## config.mk

```make
export PLATFORM = sky130hd
export DESIGN_NAME = gcas_top
export DESIGN_NICKNAME = d
export VERILOG_FILES = /design/src/hw/gcas_pkg.sv /design/src/hw/gcas_top.sv /design/src/hw/gcas_sync.sv /design/src/hw/gcas_stat_pack.sv
export VERILOG_INCLUDE_DIRS = /design/src /design/src/hw
export SDC_FILE = /design/constraint.sdc
export NUM_CORES = 1
export LEC_CHECK = 0
export BUFFER_PORTS_ARGS = -buffer_cell sky130_fd_sc_hd__buf_2
export CAP_MARGIN = 20
export CORE_MARGIN = 2
export CORE_UTILIZATION = 45
export CTS_CLUSTER_DIAMETER = 150
export DETAILED_ROUTE_END_ITERATION = 12
export HOLD_SLACK_MARGIN = 0.05
export PLACE_DENSITY = 0.66
export SLEW_MARGIN = 10
export SYNTH_ARGS = -nofsm -noshare
export SYNTH_HDL_FRONTEND = slang
export SYNTH_HIERARCHICAL = 1
export SYNTH_SLANG_ARGS = --single-unit
```

## constraint.sdc

```tcl
create_clock -name i_clock -period 3.4 [get_ports i_clock]
set_clock_uncertainty 0.05 [all_clocks]
set_input_delay 0.51 -clock i_clock [delete_from_list [all_inputs] [get_ports i_clock]]
set_output_delay 0.51 -clock i_clock [all_outputs]
set_load 0.01 [all_outputs]
```

## src/hw/gcas_params.svh

```systemverilog
// Register offsets, field positions and widths of the command and alarm block
`ifndef GCAS_PARAMS_SVH
`define GCAS_PARAMS_SVH

// ==========================================================
// Register byte addresses (lower byte of each word)
`define GCAS_ADDR_GLOBAL_COMMAND 7'h3E
`define GCAS_ADDR_ALARM_STATUS_X 7'h40
`define GCAS_ADDR_ALARM_STATUS_Y 7'h42
`define GCAS_ADDR_ALARM_STATUS_Z 7'h44
`define GCAS_ADDR_ALARM_PEAK_X 7'h46
`define GCAS_ADDR_DIAG_STATUS 7'h3C

// ==========================================================
// Command bit positions
`define GCAS_CMD_AUTONULL 0
`define GCAS_CMD_POWER_DOWN 1
`define GCAS_CMD_SELF_TEST 2
`define GCAS_CMD_FACTORY_RESTORE 3
`define GCAS_CMD_DIAG_CLEAR 4
`define GCAS_CMD_FLASH_TEST 5
`define GCAS_CMD_SAVE_REGS 6
`define GCAS_CMD_SOFT_RESET 7
`define GCAS_CMD_CLEAR_RECORDS 8
`define GCAS_CMD_CLEAR_BANDS 9
`define GCAS_CMD_BUF_PTR_ZERO 10
`define GCAS_CMD_RECORD_TOGGLE 11
`define GCAS_CMD_SAVE_BANDS 12
`define GCAS_CMD_FETCH_RECORD 13
`define GCAS_CMD_LOAD_BANDS 14
`define GCAS_CMD_CLEAR_AUTONULL 15

// ==========================================================
// Diagnostic status flag positions and field layouts
`define GCAS_DIAG_SELF_TEST_ERR 5
`define GCAS_DIAG_FLASH_TEST_ERR 6
`define GCAS_STAT_BAND_LSB 4
`define GCAS_STAT_UNUSED_BIT 3
`define GCAS_RESET_VALUE 16'h0000
`define GCAS_WORD_BITS 16
`define GCAS_FRAME_CNT_BITS 5
`define GCAS_BAND_MIN 3'h1
`define GCAS_BAND_MAX 3'h6

`endif

```

## src/hw/gcas_pkg.sv

```systemverilog
// Types shared by the command and alarm block
package gcas_pkg;

  typedef enum logic [1:0] {
    GCAS_SPI_IDLE,
    GCAS_SPI_SHIFT,
    GCAS_SPI_DONE
  } gcas_spi_state_t;

  typedef enum logic {
    GCAS_REC_IDLE,
    GCAS_REC_ACTIVE
  } gcas_rec_state_t;

  typedef logic [15:0] gcas_word_t;

endpackage

```

## src/hw/gcas_top.sv

```systemverilog
// Global command register, alarm status and peak registers behind the serial port
// What this block does
// - Writing one to a command bit starts it; bit self-clears; 0 autonull, 15 clears it.
// - Bit 14 loads alarm band settings chosen by alarm band pointer.
// - Bit 13 fetches stored record data from flash for readback.
// - Bit 12 saves alarm band registers into flash.
// - Bit 11 toggles recording: idle starts, recording stops.
// - Bit 10 forces buffer pointer index to zero.
// - Bit 9 erases stored band settings; bit 8 erases all records.
// - Bit 7 software reset; bit 6 saves register settings to flash.
// - Bit 5 runs flash checksum test against factory value.
// - Bit 4 clears diagnostic status once; later flags report again.
// - Bit 3 restores factory settings and empties capture buffers.
// - Bit 2 runs self test; failure sets diagnostic bit 5.
// - Bit 1 powers down sensor and sleeps the controller.
// - Power-down ends on chip select toggle or automatic capture timer.
// - Alarm status bits 15..4 hold two flags per band, alarm 1 lower.
// - Bit 3 unused; bits 2..0 give most critical band 1..6.
// - Peak register reads x-axis peak alarm bin magnitude, read-only.
// - Diagnostic bit 6 is zero on checksum match, one on error.
`timescale 1ns/100ps
`default_nettype none

`include "gcas_params.svh"

module gcas_top
(
  input wire logic i_clock,
  input wire logic i_reset_n,
  // Serial port pins, mode 3, 16-bit frames
  input wire logic i_spi_cs_n,
  input wire logic i_spi_sclk,
  input wire logic i_spi_mosi,
  output logic o_spi_miso,
  output logic o_spi_miso_oe_n,
  // Alarm results from the spectral engine
  input wire logic [5:0] i_alarm1_x,
  input wire logic [5:0] i_alarm2_x,
  input wire logic [2:0] i_worst_band_x,
  input wire logic [5:0] i_alarm1_y,
  input wire logic [5:0] i_alarm2_y,
  input wire logic [2:0] i_worst_band_y,
  input wire logic [5:0] i_alarm1_z,
  input wire logic [5:0] i_alarm2_z,
  input wire logic [2:0] i_worst_band_z,
  input wire logic [15:0] i_peak_x,
  input wire logic i_alarm_update,
  // Process results
  input wire logic i_self_test_done,
  input wire logic i_self_test_fail,
  input wire logic i_flash_test_done,
  input wire logic i_flash_test_fail,
  input wire logic [15:0] i_diag_flags,
  input wire logic i_auto_timer_fire,
  // Command strobes, recording and power-down levels, and diagnostic status word
  output logic o_autonull,
  output logic o_autonull_clear,
  output logic o_self_test_start,
  output logic o_factory_restore,
  output logic o_buffer_clear,
  output logic o_flash_test_start,
  output logic o_save_registers,
  output logic o_software_reset,
  output logic o_clear_records,
  output logic o_clear_bands,
  output logic o_record_start,
  output logic o_record_stop,
  output logic o_save_bands,
  output logic o_fetch_record,
  output logic o_load_bands,
  output logic o_buffer_pointer_zero,
  output logic o_recording,
  output logic o_power_down,
  output logic [15:0] o_diagnostic_status
);

  // ==========================================================
  // Pin synchronisers
  logic cs_n_s;
  logic sclk_s;
  logic mosi_s;

  gcas_sync u_sync_cs
  (
    .i_clock(i_clock),
    .i_reset_n(i_reset_n),
    .i_async(i_spi_cs_n),
    .o_sync(cs_n_s)
  );

  gcas_sync u_sync_sclk
  (
    .i_clock(i_clock),
    .i_reset_n(i_reset_n),
    .i_async(i_spi_sclk),
    .o_sync(sclk_s)
  );

  gcas_sync u_sync_mosi
  (
    .i_clock(i_clock),
    .i_reset_n(i_reset_n),
    .i_async(i_spi_mosi),
    .o_sync(mosi_s)
  );

  // ==========================================================
  // Edge detection on synchronised levels
  logic sclk_d_ff;
  logic cs_d_ff;
  logic sclk_rise;
  logic sclk_fall;
  logic cs_fall;
  logic cs_rise;

  always_ff @(posedge i_clock)
  begin
    if (!i_reset_n)
    begin
      sclk_d_ff <= 1'b1;
      cs_d_ff <= 1'b1;
    end
    else
    begin
      sclk_d_ff <= sclk_s;
      cs_d_ff <= cs_n_s;
    end
  end

  assign sclk_rise = sclk_s & ~sclk_d_ff;
  assign sclk_fall = ~sclk_s & sclk_d_ff;
  assign cs_fall = ~cs_n_s & cs_d_ff;
  assign cs_rise = cs_n_s & ~cs_d_ff;

  // ==========================================================
  // Frame shifter
  gcas_pkg::gcas_spi_state_t state_ff;
  logic [15:0] rx_ff;
  logic [15:0] tx_ff;
  logic [4:0] bit_cnt_ff;
  logic [6:0] rd_addr_ff;
  logic frame_done;
  logic [15:0] nxt_rx;

  assign nxt_rx = {rx_ff[14:0], mosi_s};
  assign frame_done = sclk_rise && (bit_cnt_ff == 5'h0F);

  always_ff @(posedge i_clock)
  begin
    if (!i_reset_n)
      state_ff <= gcas_pkg::GCAS_SPI_IDLE;
    else if (cs_n_s)
      state_ff <= gcas_pkg::GCAS_SPI_IDLE;
    else
    begin
      unique case (state_ff)
        gcas_pkg::GCAS_SPI_IDLE: state_ff <= gcas_pkg::GCAS_SPI_SHIFT;
        gcas_pkg::GCAS_SPI_SHIFT:
          if (frame_done)
            state_ff <= gcas_pkg::GCAS_SPI_DONE;
        gcas_pkg::GCAS_SPI_DONE: state_ff <= gcas_pkg::GCAS_SPI_SHIFT;
      endcase
    end
  end

  always_ff @(posedge i_clock)
  begin
    if (!i_reset_n)
      bit_cnt_ff <= 5'h00;
    else if (cs_n_s)
      bit_cnt_ff <= 5'h00;
    else if (sclk_rise)
      bit_cnt_ff <= (bit_cnt_ff == 5'h0F) ? 5'h00 : bit_cnt_ff + 5'h01;
  end

  always_ff @(posedge i_clock)
  begin
    if (!i_reset_n)
      rx_ff <= `GCAS_RESET_VALUE;
    else if (sclk_rise)
      rx_ff <= nxt_rx;
  end

  // ==========================================================
  // Frame decode: bit 15 write, [14:8] address, [7:0] data
  logic wr_frame;
  logic rd_frame;
  logic [6:0] f_addr;
  logic [7:0] f_data;
  logic wr_cmd_lo;
  logic wr_cmd_hi;

  assign f_addr = nxt_rx[14:8];
  assign f_data = nxt_rx[7:0];
  assign wr_frame = frame_done && nxt_rx[15];
  assign rd_frame = frame_done && !nxt_rx[15];
  assign wr_cmd_lo = wr_frame && (f_addr == `GCAS_ADDR_GLOBAL_COMMAND);
  assign wr_cmd_hi = wr_frame && (f_addr == (`GCAS_ADDR_GLOBAL_COMMAND + 7'h01));

  always_ff @(posedge i_clock)
  begin
    if (!i_reset_n)
      rd_addr_ff <= 7'h00;
    else if (rd_frame)
      rd_addr_ff <= {f_addr[6:1], 1'b0};
  end

  // ==========================================================
  // Global command register: one-cycle pulses, never stored
  logic [15:0] cmd_ff;

  always_ff @(posedge i_clock)
  begin
    if (!i_reset_n)
      cmd_ff <= `GCAS_RESET_VALUE;
    else if (wr_cmd_lo)
      cmd_ff <= {8'h00, f_data};
    else if (wr_cmd_hi)
      cmd_ff <= {f_data, 8'h00};
    else
      cmd_ff <= `GCAS_RESET_VALUE;
  end

  assign o_autonull = cmd_ff[`GCAS_CMD_AUTONULL];
  assign o_autonull_clear = cmd_ff[`GCAS_CMD_CLEAR_AUTONULL];
  assign o_load_bands = cmd_ff[`GCAS_CMD_LOAD_BANDS];
  assign o_fetch_record = cmd_ff[`GCAS_CMD_FETCH_RECORD];
  assign o_save_bands = cmd_ff[`GCAS_CMD_SAVE_BANDS];
  assign o_buffer_pointer_zero = cmd_ff[`GCAS_CMD_BUF_PTR_ZERO];
  assign o_clear_bands = cmd_ff[`GCAS_CMD_CLEAR_BANDS];
  assign o_clear_records = cmd_ff[`GCAS_CMD_CLEAR_RECORDS];
  assign o_software_reset = cmd_ff[`GCAS_CMD_SOFT_RESET];
  assign o_save_registers = cmd_ff[`GCAS_CMD_SAVE_REGS];
  assign o_flash_test_start = cmd_ff[`GCAS_CMD_FLASH_TEST];
  assign o_factory_restore = cmd_ff[`GCAS_CMD_FACTORY_RESTORE];
  assign o_buffer_clear = cmd_ff[`GCAS_CMD_FACTORY_RESTORE];
  assign o_self_test_start = cmd_ff[`GCAS_CMD_SELF_TEST];

  // ==========================================================
  // Recording toggle
  gcas_pkg::gcas_rec_state_t rec_ff;

  // Start when idle, stop when active
  always_ff @(posedge i_clock)
  begin
    if (!i_reset_n)
      rec_ff <= gcas_pkg::GCAS_REC_IDLE;
    else if (cmd_ff[`GCAS_CMD_RECORD_TOGGLE])
    begin
      unique case (rec_ff)
        gcas_pkg::GCAS_REC_IDLE: rec_ff <= gcas_pkg::GCAS_REC_ACTIVE;
        gcas_pkg::GCAS_REC_ACTIVE: rec_ff <= gcas_pkg::GCAS_REC_IDLE;
      endcase
    end
  end

  assign o_recording = (rec_ff == gcas_pkg::GCAS_REC_ACTIVE);
  assign o_record_start = cmd_ff[`GCAS_CMD_RECORD_TOGGLE] && (rec_ff == gcas_pkg::GCAS_REC_IDLE);
  assign o_record_stop = cmd_ff[`GCAS_CMD_RECORD_TOGGLE] && (rec_ff == gcas_pkg::GCAS_REC_ACTIVE);

  // ==========================================================
  // Power-down
  logic pd_ff;

  // Wake on chip select or timer
  always_ff @(posedge i_clock)
  begin
    if (!i_reset_n)
      pd_ff <= 1'b0;
    else if (cmd_ff[`GCAS_CMD_POWER_DOWN])
      pd_ff <= 1'b1;
    else if (cs_fall || i_auto_timer_fire)
      pd_ff <= 1'b0;
  end

  assign o_power_down = pd_ff;

  // ==========================================================
  // Diagnostic flags; an event in the clearing cycle survives
  logic [15:0] diag_ff;
  logic [15:0] diag_set;

  always_comb
  begin
    diag_set = i_diag_flags;
    diag_set[`GCAS_DIAG_SELF_TEST_ERR] = i_self_test_done && i_self_test_fail;
    diag_set[`GCAS_DIAG_FLASH_TEST_ERR] = i_flash_test_done && i_flash_test_fail;
  end

  always_ff @(posedge i_clock)
  begin
    if (!i_reset_n)
      diag_ff <= `GCAS_RESET_VALUE;
    else
    begin
      if (cmd_ff[`GCAS_CMD_DIAG_CLEAR])
        diag_ff <= diag_set;
      else
        diag_ff <= diag_ff | diag_set;
      if (i_flash_test_done)
        diag_ff[`GCAS_DIAG_FLASH_TEST_ERR] <= i_flash_test_fail;
    end
  end

  assign o_diagnostic_status = diag_ff;

  // ==========================================================
  // Alarm status and peak registers
  gcas_pkg::gcas_word_t stat_x;
  gcas_pkg::gcas_word_t stat_y;
  gcas_pkg::gcas_word_t stat_z;
  logic [15:0] stat_x_ff;
  logic [15:0] stat_y_ff;
  logic [15:0] stat_z_ff;
  logic [15:0] peak_x_ff;

  gcas_stat_pack u_pack_x
  (
    .i_alarm1(i_alarm1_x),
    .i_alarm2(i_alarm2_x),
    .i_worst_band(i_worst_band_x),
    .o_word(stat_x)
  );

  gcas_stat_pack u_pack_y
  (
    .i_alarm1(i_alarm1_y),
    .i_alarm2(i_alarm2_y),
    .i_worst_band(i_worst_band_y),
    .o_word(stat_y)
  );

  gcas_stat_pack u_pack_z
  (
    .i_alarm1(i_alarm1_z),
    .i_alarm2(i_alarm2_z),
    .i_worst_band(i_worst_band_z),
    .o_word(stat_z)
  );

  always_ff @(posedge i_clock)
  begin
    if (!i_reset_n)
    begin
      stat_x_ff <= `GCAS_RESET_VALUE;
      stat_y_ff <= `GCAS_RESET_VALUE;
      stat_z_ff <= `GCAS_RESET_VALUE;
      peak_x_ff <= `GCAS_RESET_VALUE;
    end
    else if (i_alarm_update)
    begin
      stat_x_ff <= stat_x;
      stat_y_ff <= stat_y;
      stat_z_ff <= stat_z;
      peak_x_ff <= i_peak_x;
    end
  end

  // ==========================================================
  // Read data, returned in the frame after the request
  logic [15:0] rd_word;

  always_comb
  begin
    unique case (rd_addr_ff)
      `GCAS_ADDR_ALARM_STATUS_X: rd_word = stat_x_ff;
      `GCAS_ADDR_ALARM_STATUS_Y: rd_word = stat_y_ff;
      `GCAS_ADDR_ALARM_STATUS_Z: rd_word = stat_z_ff;
      `GCAS_ADDR_ALARM_PEAK_X: rd_word = peak_x_ff;
      `GCAS_ADDR_DIAG_STATUS: rd_word = diag_ff;
      default: rd_word = `GCAS_RESET_VALUE;
    endcase
  end

  always_ff @(posedge i_clock)
  begin
    if (!i_reset_n)
      tx_ff <= `GCAS_RESET_VALUE;
    else if (cs_fall || (state_ff == gcas_pkg::GCAS_SPI_DONE))
      tx_ff <= rd_word;
    else if (sclk_fall && (bit_cnt_ff != 5'h00))
      tx_ff <= {tx_ff[14:0], 1'b0};
  end

  assign o_spi_miso = tx_ff[15];
  assign o_spi_miso_oe_n = cs_n_s;

endmodule // gcas_top

`default_nettype wire

```

## src/hw/gcas_sync.sv

```systemverilog
// Two-flop synchroniser for one pin level
`timescale 1ns/100ps
`default_nettype none

module gcas_sync
(
  input wire logic i_clock,
  input wire logic i_reset_n,
  input wire logic i_async,
  output logic o_sync
);

  logic meta_ff;
  logic sync_ff;

  always_ff @(posedge i_clock)
  begin
    if (!i_reset_n)
    begin
      // Idle-high level of select and clock, so no false edge follows reset
      meta_ff <= 1'b1;
      sync_ff <= 1'b1;
    end
    else
    begin
      meta_ff <= i_async;
      sync_ff <= meta_ff;
    end
  end

  assign o_sync = sync_ff;

endmodule // gcas_sync

`default_nettype wire

```

## src/hw/gcas_stat_pack.sv

```systemverilog
// Packs per-band alarm pairs and worst band number into one status word
`timescale 1ns/100ps
`default_nettype none

`include "gcas_params.svh"

module gcas_stat_pack
(
  input wire logic [5:0] i_alarm1,
  input wire logic [5:0] i_alarm2,
  input wire logic [2:0] i_worst_band,
  output gcas_pkg::gcas_word_t o_word
);

  logic [2:0] band_field;

  // Band number outside 1..6 reads as zero
  assign band_field = ((i_worst_band >= `GCAS_BAND_MIN) && (i_worst_band <= `GCAS_BAND_MAX))
                      ? i_worst_band : 3'h0;

  genvar g;
  generate
    for (g = 0; g < 6; g = g + 1)
    begin : g_band
      assign o_word[`GCAS_STAT_BAND_LSB + 2 * g] = i_alarm1[g];
      assign o_word[`GCAS_STAT_BAND_LSB + 2 * g + 1] = i_alarm2[g];
    end
  endgenerate

  assign o_word[`GCAS_STAT_UNUSED_BIT] = 1'b0;
  assign o_word[2:0] = band_field;

endmodule // gcas_stat_pack

`default_nettype wire

```

Yosys cells after proc, flatten, opt, wreduce, memory -nomap -nowiden
Cells that the tools add are included.
Widths: inputs -> output; s select.
{ "classes": {"add_sub_neg": 1, "mul": 0, "div": 0, "order_cmp": 6, "n_eq_ne": 11, "n_shift": 0, "mux": 15, "bitwise_logic": 10, "n_reduce_logical": 23} }
{ "op_table": {"columns": ["op", "n"], "rows": [
  ["$pmux 16 s5", 1],
  ["$mux 16", 3],
  ["$eq 6x6->1 const B", 4],
  ["$or 16x16->16", 1],
  ["$eq 7x6->1 const B", 2],
  ["$logic_and 1x1->1", 13],
  ["$ge 3x1->1 const B", 3],
  ["$le 3x3->1 const B", 3],
  ["$mux 3", 3],
  ["$mux 8", 1],
  ["$eq 6x5->1 const B", 1],
  ["$not 1->1", 6],
  ["$add 5x1->5 const B", 1],
  ["$eq 5x4->1 const B", 1],
  ["$mux 5", 1],
  ["$reduce_bool 5->1", 1],
  ["$pmux 2 s2", 1],
  ["$reduce_bool 2->1", 2],
  ["$reduce_or 2->1", 2],
  ["$and 1x1->1", 3],
  ["$mux 1", 3],
  ["$reduce_or 3->1", 1],
  ["$eq 2x1->1 const B", 1],
  ["$eq 2x2->1 const B", 1],
  ["other kinds (6)", 7]
]} }
{ "word_totals": {"regBits": 147, "latch_bits": 0, "ramBits": 0, "rom_bits": 0, "inputBits": 88, "out_inout_bits": 36, "word_cells": 88, "mem_count": 0} }

Longest topological paths before layout
{ "depth": {"ltp_word": 7, "mapped_depth": 8, "depth_no_buf": 6} }

Hierarchy
The synthesis kept the hierarchy.
{ "by_module_without_submodules": {"columns": ["mod", "n_inst", "cells_per_inst", "area_each_um2", "seq_area_each_um2"], "rows": [
  ["gcas_top", 1, 711, 6459.9, 2882.8],
  ["gcas_stat_pack", 3, 17, 123.9, 0.0],
  ["gcas_sync", 3, 4, 52.6, 40.0]
]} }

Least setup slack after synthesis
No wires, ideal clock.
{ "synth_path": {"path_kind": "register -> register", "startpoint": "register bit_cnt_ff[0]", "endpoint": "register tx_ff[10]", "setup_ns": 0.134, "arrival_time_ns": 1.800, "required_ns": 3.216, "setup_slack_ns": 1.415, "path_stages_with_launch": 9, "n_path_buf": 2, "synth_period_minus_slack_ns": 1.985, "cell_sequence": "dfxtp_1 > inv_1 > ha_1 > or4b_4 > buf_6 > a311o_1 > buf_6 > o21ai_1 > a211oi_1"} }
{ "synth_between": {"elab_chain_cells": 3} }
{ "synth_lines": {"columns": ["item", "line", "rtl"], "rows": [
  ["start, declared", "gcas_top.sv:140", "logic [4:0] bit_cnt_ff;"],
  ["start signal, assigned", "gcas_top.sv:173", "bit_cnt_ff <= (bit_cnt_ff == 5'h0F) ? 5'h00 : bit_cnt_ff + 5'h01;"],
  ["$reduce_bool 5->1", "gcas_top.sv:381", "else if (sclk_fall && (bit_cnt_ff != 5'h00))"],
  ["$logic_and 1x1->1", "gcas_top.sv:381", null],
  ["$reduce_bool 2->1 (no line)", null, null],
  ["end signal, assigned", "gcas_top.sv:378", "tx_ff <= `GCAS_RESET_VALUE;"],
  ["end signal, assigned", "gcas_top.sv:380", "tx_ff <= rd_word;"],
  ["end signal, assigned", "gcas_top.sv:382", "tx_ff <= {tx_ff[14:0], 1'b0};"],
  ["end, declared", "gcas_top.sv:139", "logic [15:0] tx_ff;"]
]} }
Every way passes these cells.
A chain may end at the register's enable or synchronous reset.

Final worst setup path
{ "layout_path": {"startpoint": "register bit_cnt_ff[0]", "endpoint": "register tx_ff[2]"} }
The elaborated chain is that of the path after synthesis.

==> Flow_metrics.wiki <==
{| class="wikitable"
! Metric !! Value
|-
| Combined flip-flop and latch cell area || 3003 sq um
|-
| Half-perimeter wire length after placement || 10760 microns
|-
| Clk pin slew, worst setup/hold paths || 60 ps
|-
| Gr usage total || 19.87%
|-
| Post-synth top area cell || dfxtp_1
|-
| Largest net degree at the start of global routing || 68
|-
| Number of top-level design ports || 124
|-
| Peak fanout along the critical path || 17
|-
| Crit path required time || 3630 ps
|-
| #FFs+latches synth || 150
|-
| Minimum clock period || 2395 ps
|-
| Peak Freq || 417.6 MHz
|-
| Run status || complete, no violations
|-
| Lkg Pwr || 3.243 nW
|-
| Detailed Routing Iterations Pass 1 || 5
|-
| Total grt overflow || 0
|-
| Core area || 15200 sq um
|-
| Post-CTS resize count || 0
|-
| Slack of the worst reg-to-reg path || 1010 ps
|-
| Net count of the mapped netlist || 864
|-
| Area used by multi-input combinational logic || 3308 sq um
|-
| Growth of design area from synthesis to finish || 14.12%
|-
| Final critical-path share of the clock period || 70.43%
|-
| Most used cells in the layout excluding fill and tap cells || 150 x dfxtp_1, 120 x buf_2, 92 x nor2b_1, 70 x mux2i_1, 47 x a21oi_1
|-
| Crit path max-delay cell type || a311o_1
|-
| Initial Util || 45.98%
|-
| Routed wirelength normalized by instance count || 15.56 microns
|-
| Endpoint of the most critical register-to-register path || tx_ff[2]$_SDFFE_PN0P_
|-
| Num Clock Sinks || 150
|-
| Layout cell share with drive strength beyond 1 || 22.26%
|-
| CTS tree || done
|-
| Initial DRC Count || 363
|-
| Classification of the worst setup path || flop to flop
|-
| Die H || 128.6 microns
|-
| Critical Path Start Type || flop
|-
| Cells along the critical path || inv_1, ha_1, or4b_4, a311o_1, o21ai_0, a211oi_1
|-
| Sum of buffers and inverters on the critical path || 1
|-
| Register area share after synthesis || 42.96%
|-
| Element type at the critical path end || flop
|-
| Max VDD drop || 346.3 uV
|-
| Total negative setup slack || 0 ps
|-
| Final hold violation count || 0
|-
| Routed metal-1 wirelength || 7788 microns
|-
| Antenna diode count || 0
|-
| H-Tree Level Count || 4
|-
| Cell area power density || 507.3 nW/um^2
|-
| Die outline width || 128.6 microns
|-
| Yosys Warn Count || 6
|-
| Weighted congestion reported at the end of routability-driven placement || 0.8021
|-
| Cell family with most CP delay || compound AO/OA/AOI/OAI gates
|-
| Core utilization of the finished layout || 52.47%
|-
| Final setup fails || 0
|-
| Critical path's largest stage delay || 660 ps
|-
| Worst setup path startpoint || bit_cnt_ff[0]$_SDFFE_PP0N_
|-
| Via count of the first global-routing pass || 5120
|-
| Clock buffer depth || 2
|-
| Levels on crit path || 6
|-
| Average cell area after synthesis || 9.030 sq um
|-
| Total Power Consumption || 4.046 mW
|-
| Minimum hold slack || 218.8 ps
|-
| Count of hold-fix buffers inserted at cts || 0
|-
| Worst min path class || input port to flop
|-
| Rel. slew slack || 28.69%
|-
| Amount of wire on met3 after detailed routing || 658 microns
|-
| Cell Area, Synth || 6989 sq um
|-
| Total Routed Length || 16000 microns
|-
| Top routing layer in use || met4
|-
| Synth Flop Type || dfxtp_1
|-
| Number of input and output port buffers inserted || 121
|-
| Top-area cell type share of the netlist area || 42.96%
|-
| Number of core rows || 45
|-
| Instance count of the mapped netlist || 774
|-
| Residual DRC || 0
|-
| Max-slew violation count || 0
|-
| Wire length on met2 || 7326 microns
|-
| Final net count || 917
|-
| Post CTS Setup Buffer Count || 0
|-
| Unrepaired setup endpoints after global routing || false
|-
| First-pass GRT wire length || 25750 microns
|-
| Post-synth ARST share || 0%
|-
| Slew of the pin with the lowest slew margin || 1070 ps
|-
| Initial antenna violation count || 0
|-
| Number of library cell types mapped by synthesis || 47
|-
| CTS Buf Count || 17
|-
| Overall die area || 16540 sq um
|-
| Crit Reg-Reg Startpoint || bit_cnt_ff[0]$_SDFFE_PP0N_
|-
| Worst reg-to-reg path cell count || 6
|-
| Number of routed nets with antenna violations || 0
|-
| Most common library cell in the layout ignoring fill and taps || dfxtp_1
|-
| Number of fillers in the final layout || 1466
|-
| Vias per std cell || 5.262
|-
| Number of synthesized flops with an enable pin || 0
|-
| Termination of the worst setup path || tx_ff[2]$_SDFFE_PN0P_
|-
| Top cells by area in the synthesized netlist || dfxtp_1 43%, mux2i_1 10%, nor2b_1 8.2%, buf_4 4.3%, a21oi_1 3.4%
|-
| Arrival time at the worst endpoint || 2630 ps
|-
| Vias || 5409
|-
| Max-capacitance violation count || 0
|-
| Root Buffer || clkbuf_16
|-
| Clock insertion delay at the later pin of the skew report || 420 ps
|}
area by class of cell:
type                       instances  share of cell area [%]
multi-input combinational        490                   41.47
sequential                       150                   37.65
timing repair buffer             132                   8.816
clock buffer                      22                   5.945
tap                              188                   2.949
inverter                          36                   1.694
clock inverter                    10                   1.475
cell usage after synthesis (10+ instances only):
cell / n
dfxtp_1: 150
nor2b_1: 92
mux2i_1: 70
a21oi_1: 47
buf_4: 40
clkbuf_1: 39
inv_1: 36
nand2_1: 36
nor3_1: 32
a211oi_1: 30
a21boi_0: 24
o21ai_0: 21
nor3b_1: 17
nand3_1: 16
a2111oi_0: 15
or3b_2: 15
nand2b_1: 10
report_power, final:
part / leakage, nW / internal (mW) / switching [mW] / total, mW
clock network: 0.291 / 1.14 / 0.739 / 1.88
logic: 1.72 / 0.150 / 0.140 / 0.290
registers: 1.23 / 1.83 / 0.0448 / 1.87
total: 3.24 / 3.12 / 0.924 / 4.05
registers in the layout, indices dropped and copies added, names as in the netlist:
signal / count
tx_ff: 16
u_sync_mosi/meta_ff: 1
stat_x_ff: 16
bit_cnt_ff: 5
o_diagnostic_status: 16
o_power_down: 1
rd_addr_ff: 6
cs_d_ff: 1
u_sync_sclk/o_sync: 1
peak_x_ff: 16
state_ff: 2
u_sync_cs/o_sync: 1
u_sync_mosi/o_sync: 1
o_recording: 1
stat_z_ff: 16
u_sync_cs/meta_ff: 1
cmd_ff: 16
u_sync_sclk/meta_ff: 1
sclk_d_ff: 1
stat_y_ff: 16
rx_ff: 15
metal layers:
layer / global-route usage [%] / up-vias
met3: 4.990 / 19
li1: - / 2746
met5: 0 / -
met2: 31.54 / 122
met1: 26.54 / 2522
met4: 6.841 / 0
cell families after synthesis:
family,count (synthesis),synth area share [%]
XOR/XNOR,2,0.2507
AO/OA/AOI/OAI,156,14.47
multiplexers,71,10.19
flip-flops,150,42.96
buffers and inverters,134,9.703
AND/OR/NAND/NOR,256,21.91
other,3,0.1611
adder cells (fa/ha/maj),2,0.3580
stage by stage:
| stage | area (sq um) | worst slack (ps) | std cells |
|---|---|---|---|
| 3_3_place_gp | 7385 | 1087 | 996 |
| 4_1_cts | 7976 | 1023 | 1028 |
| 6_report | 7976 | 1005 | 1028 |
| 2_1_floorplan | 6989 | 1415 | 774 |
| 3_5_place_dp | 7385 | 1047 | 996 |
| 5_1_grt | 7976 | 823.6 | 1028 |
how the worst min path moves through the flow:
stage                                       from                             end  slack (ps)  cells past startpoint
finish                                i_spi_cs_n    u_sync_cs/meta_ff$_SDFF_PN1_         220                      2
global route                          i_spi_mosi  u_sync_mosi/meta_ff$_SDFF_PN1_         210                      2
CTS                                   i_spi_cs_n    u_sync_cs/meta_ff$_SDFF_PN1_         200                      2
detailed placement  u_sync_cs/meta_ff$_SDFF_PN1_     u_sync_cs/o_sync$_SDFF_PN1_         340                      1
global placement    u_sync_cs/meta_ff$_SDFF_PN1_     u_sync_cs/o_sync$_SDFF_PN1_         340                      1
floorplan           u_sync_cs/meta_ff$_SDFF_PN1_     u_sync_cs/o_sync$_SDFF_PN1_         340                      1
Note: power is estimated with default switching activity, not from simulation.
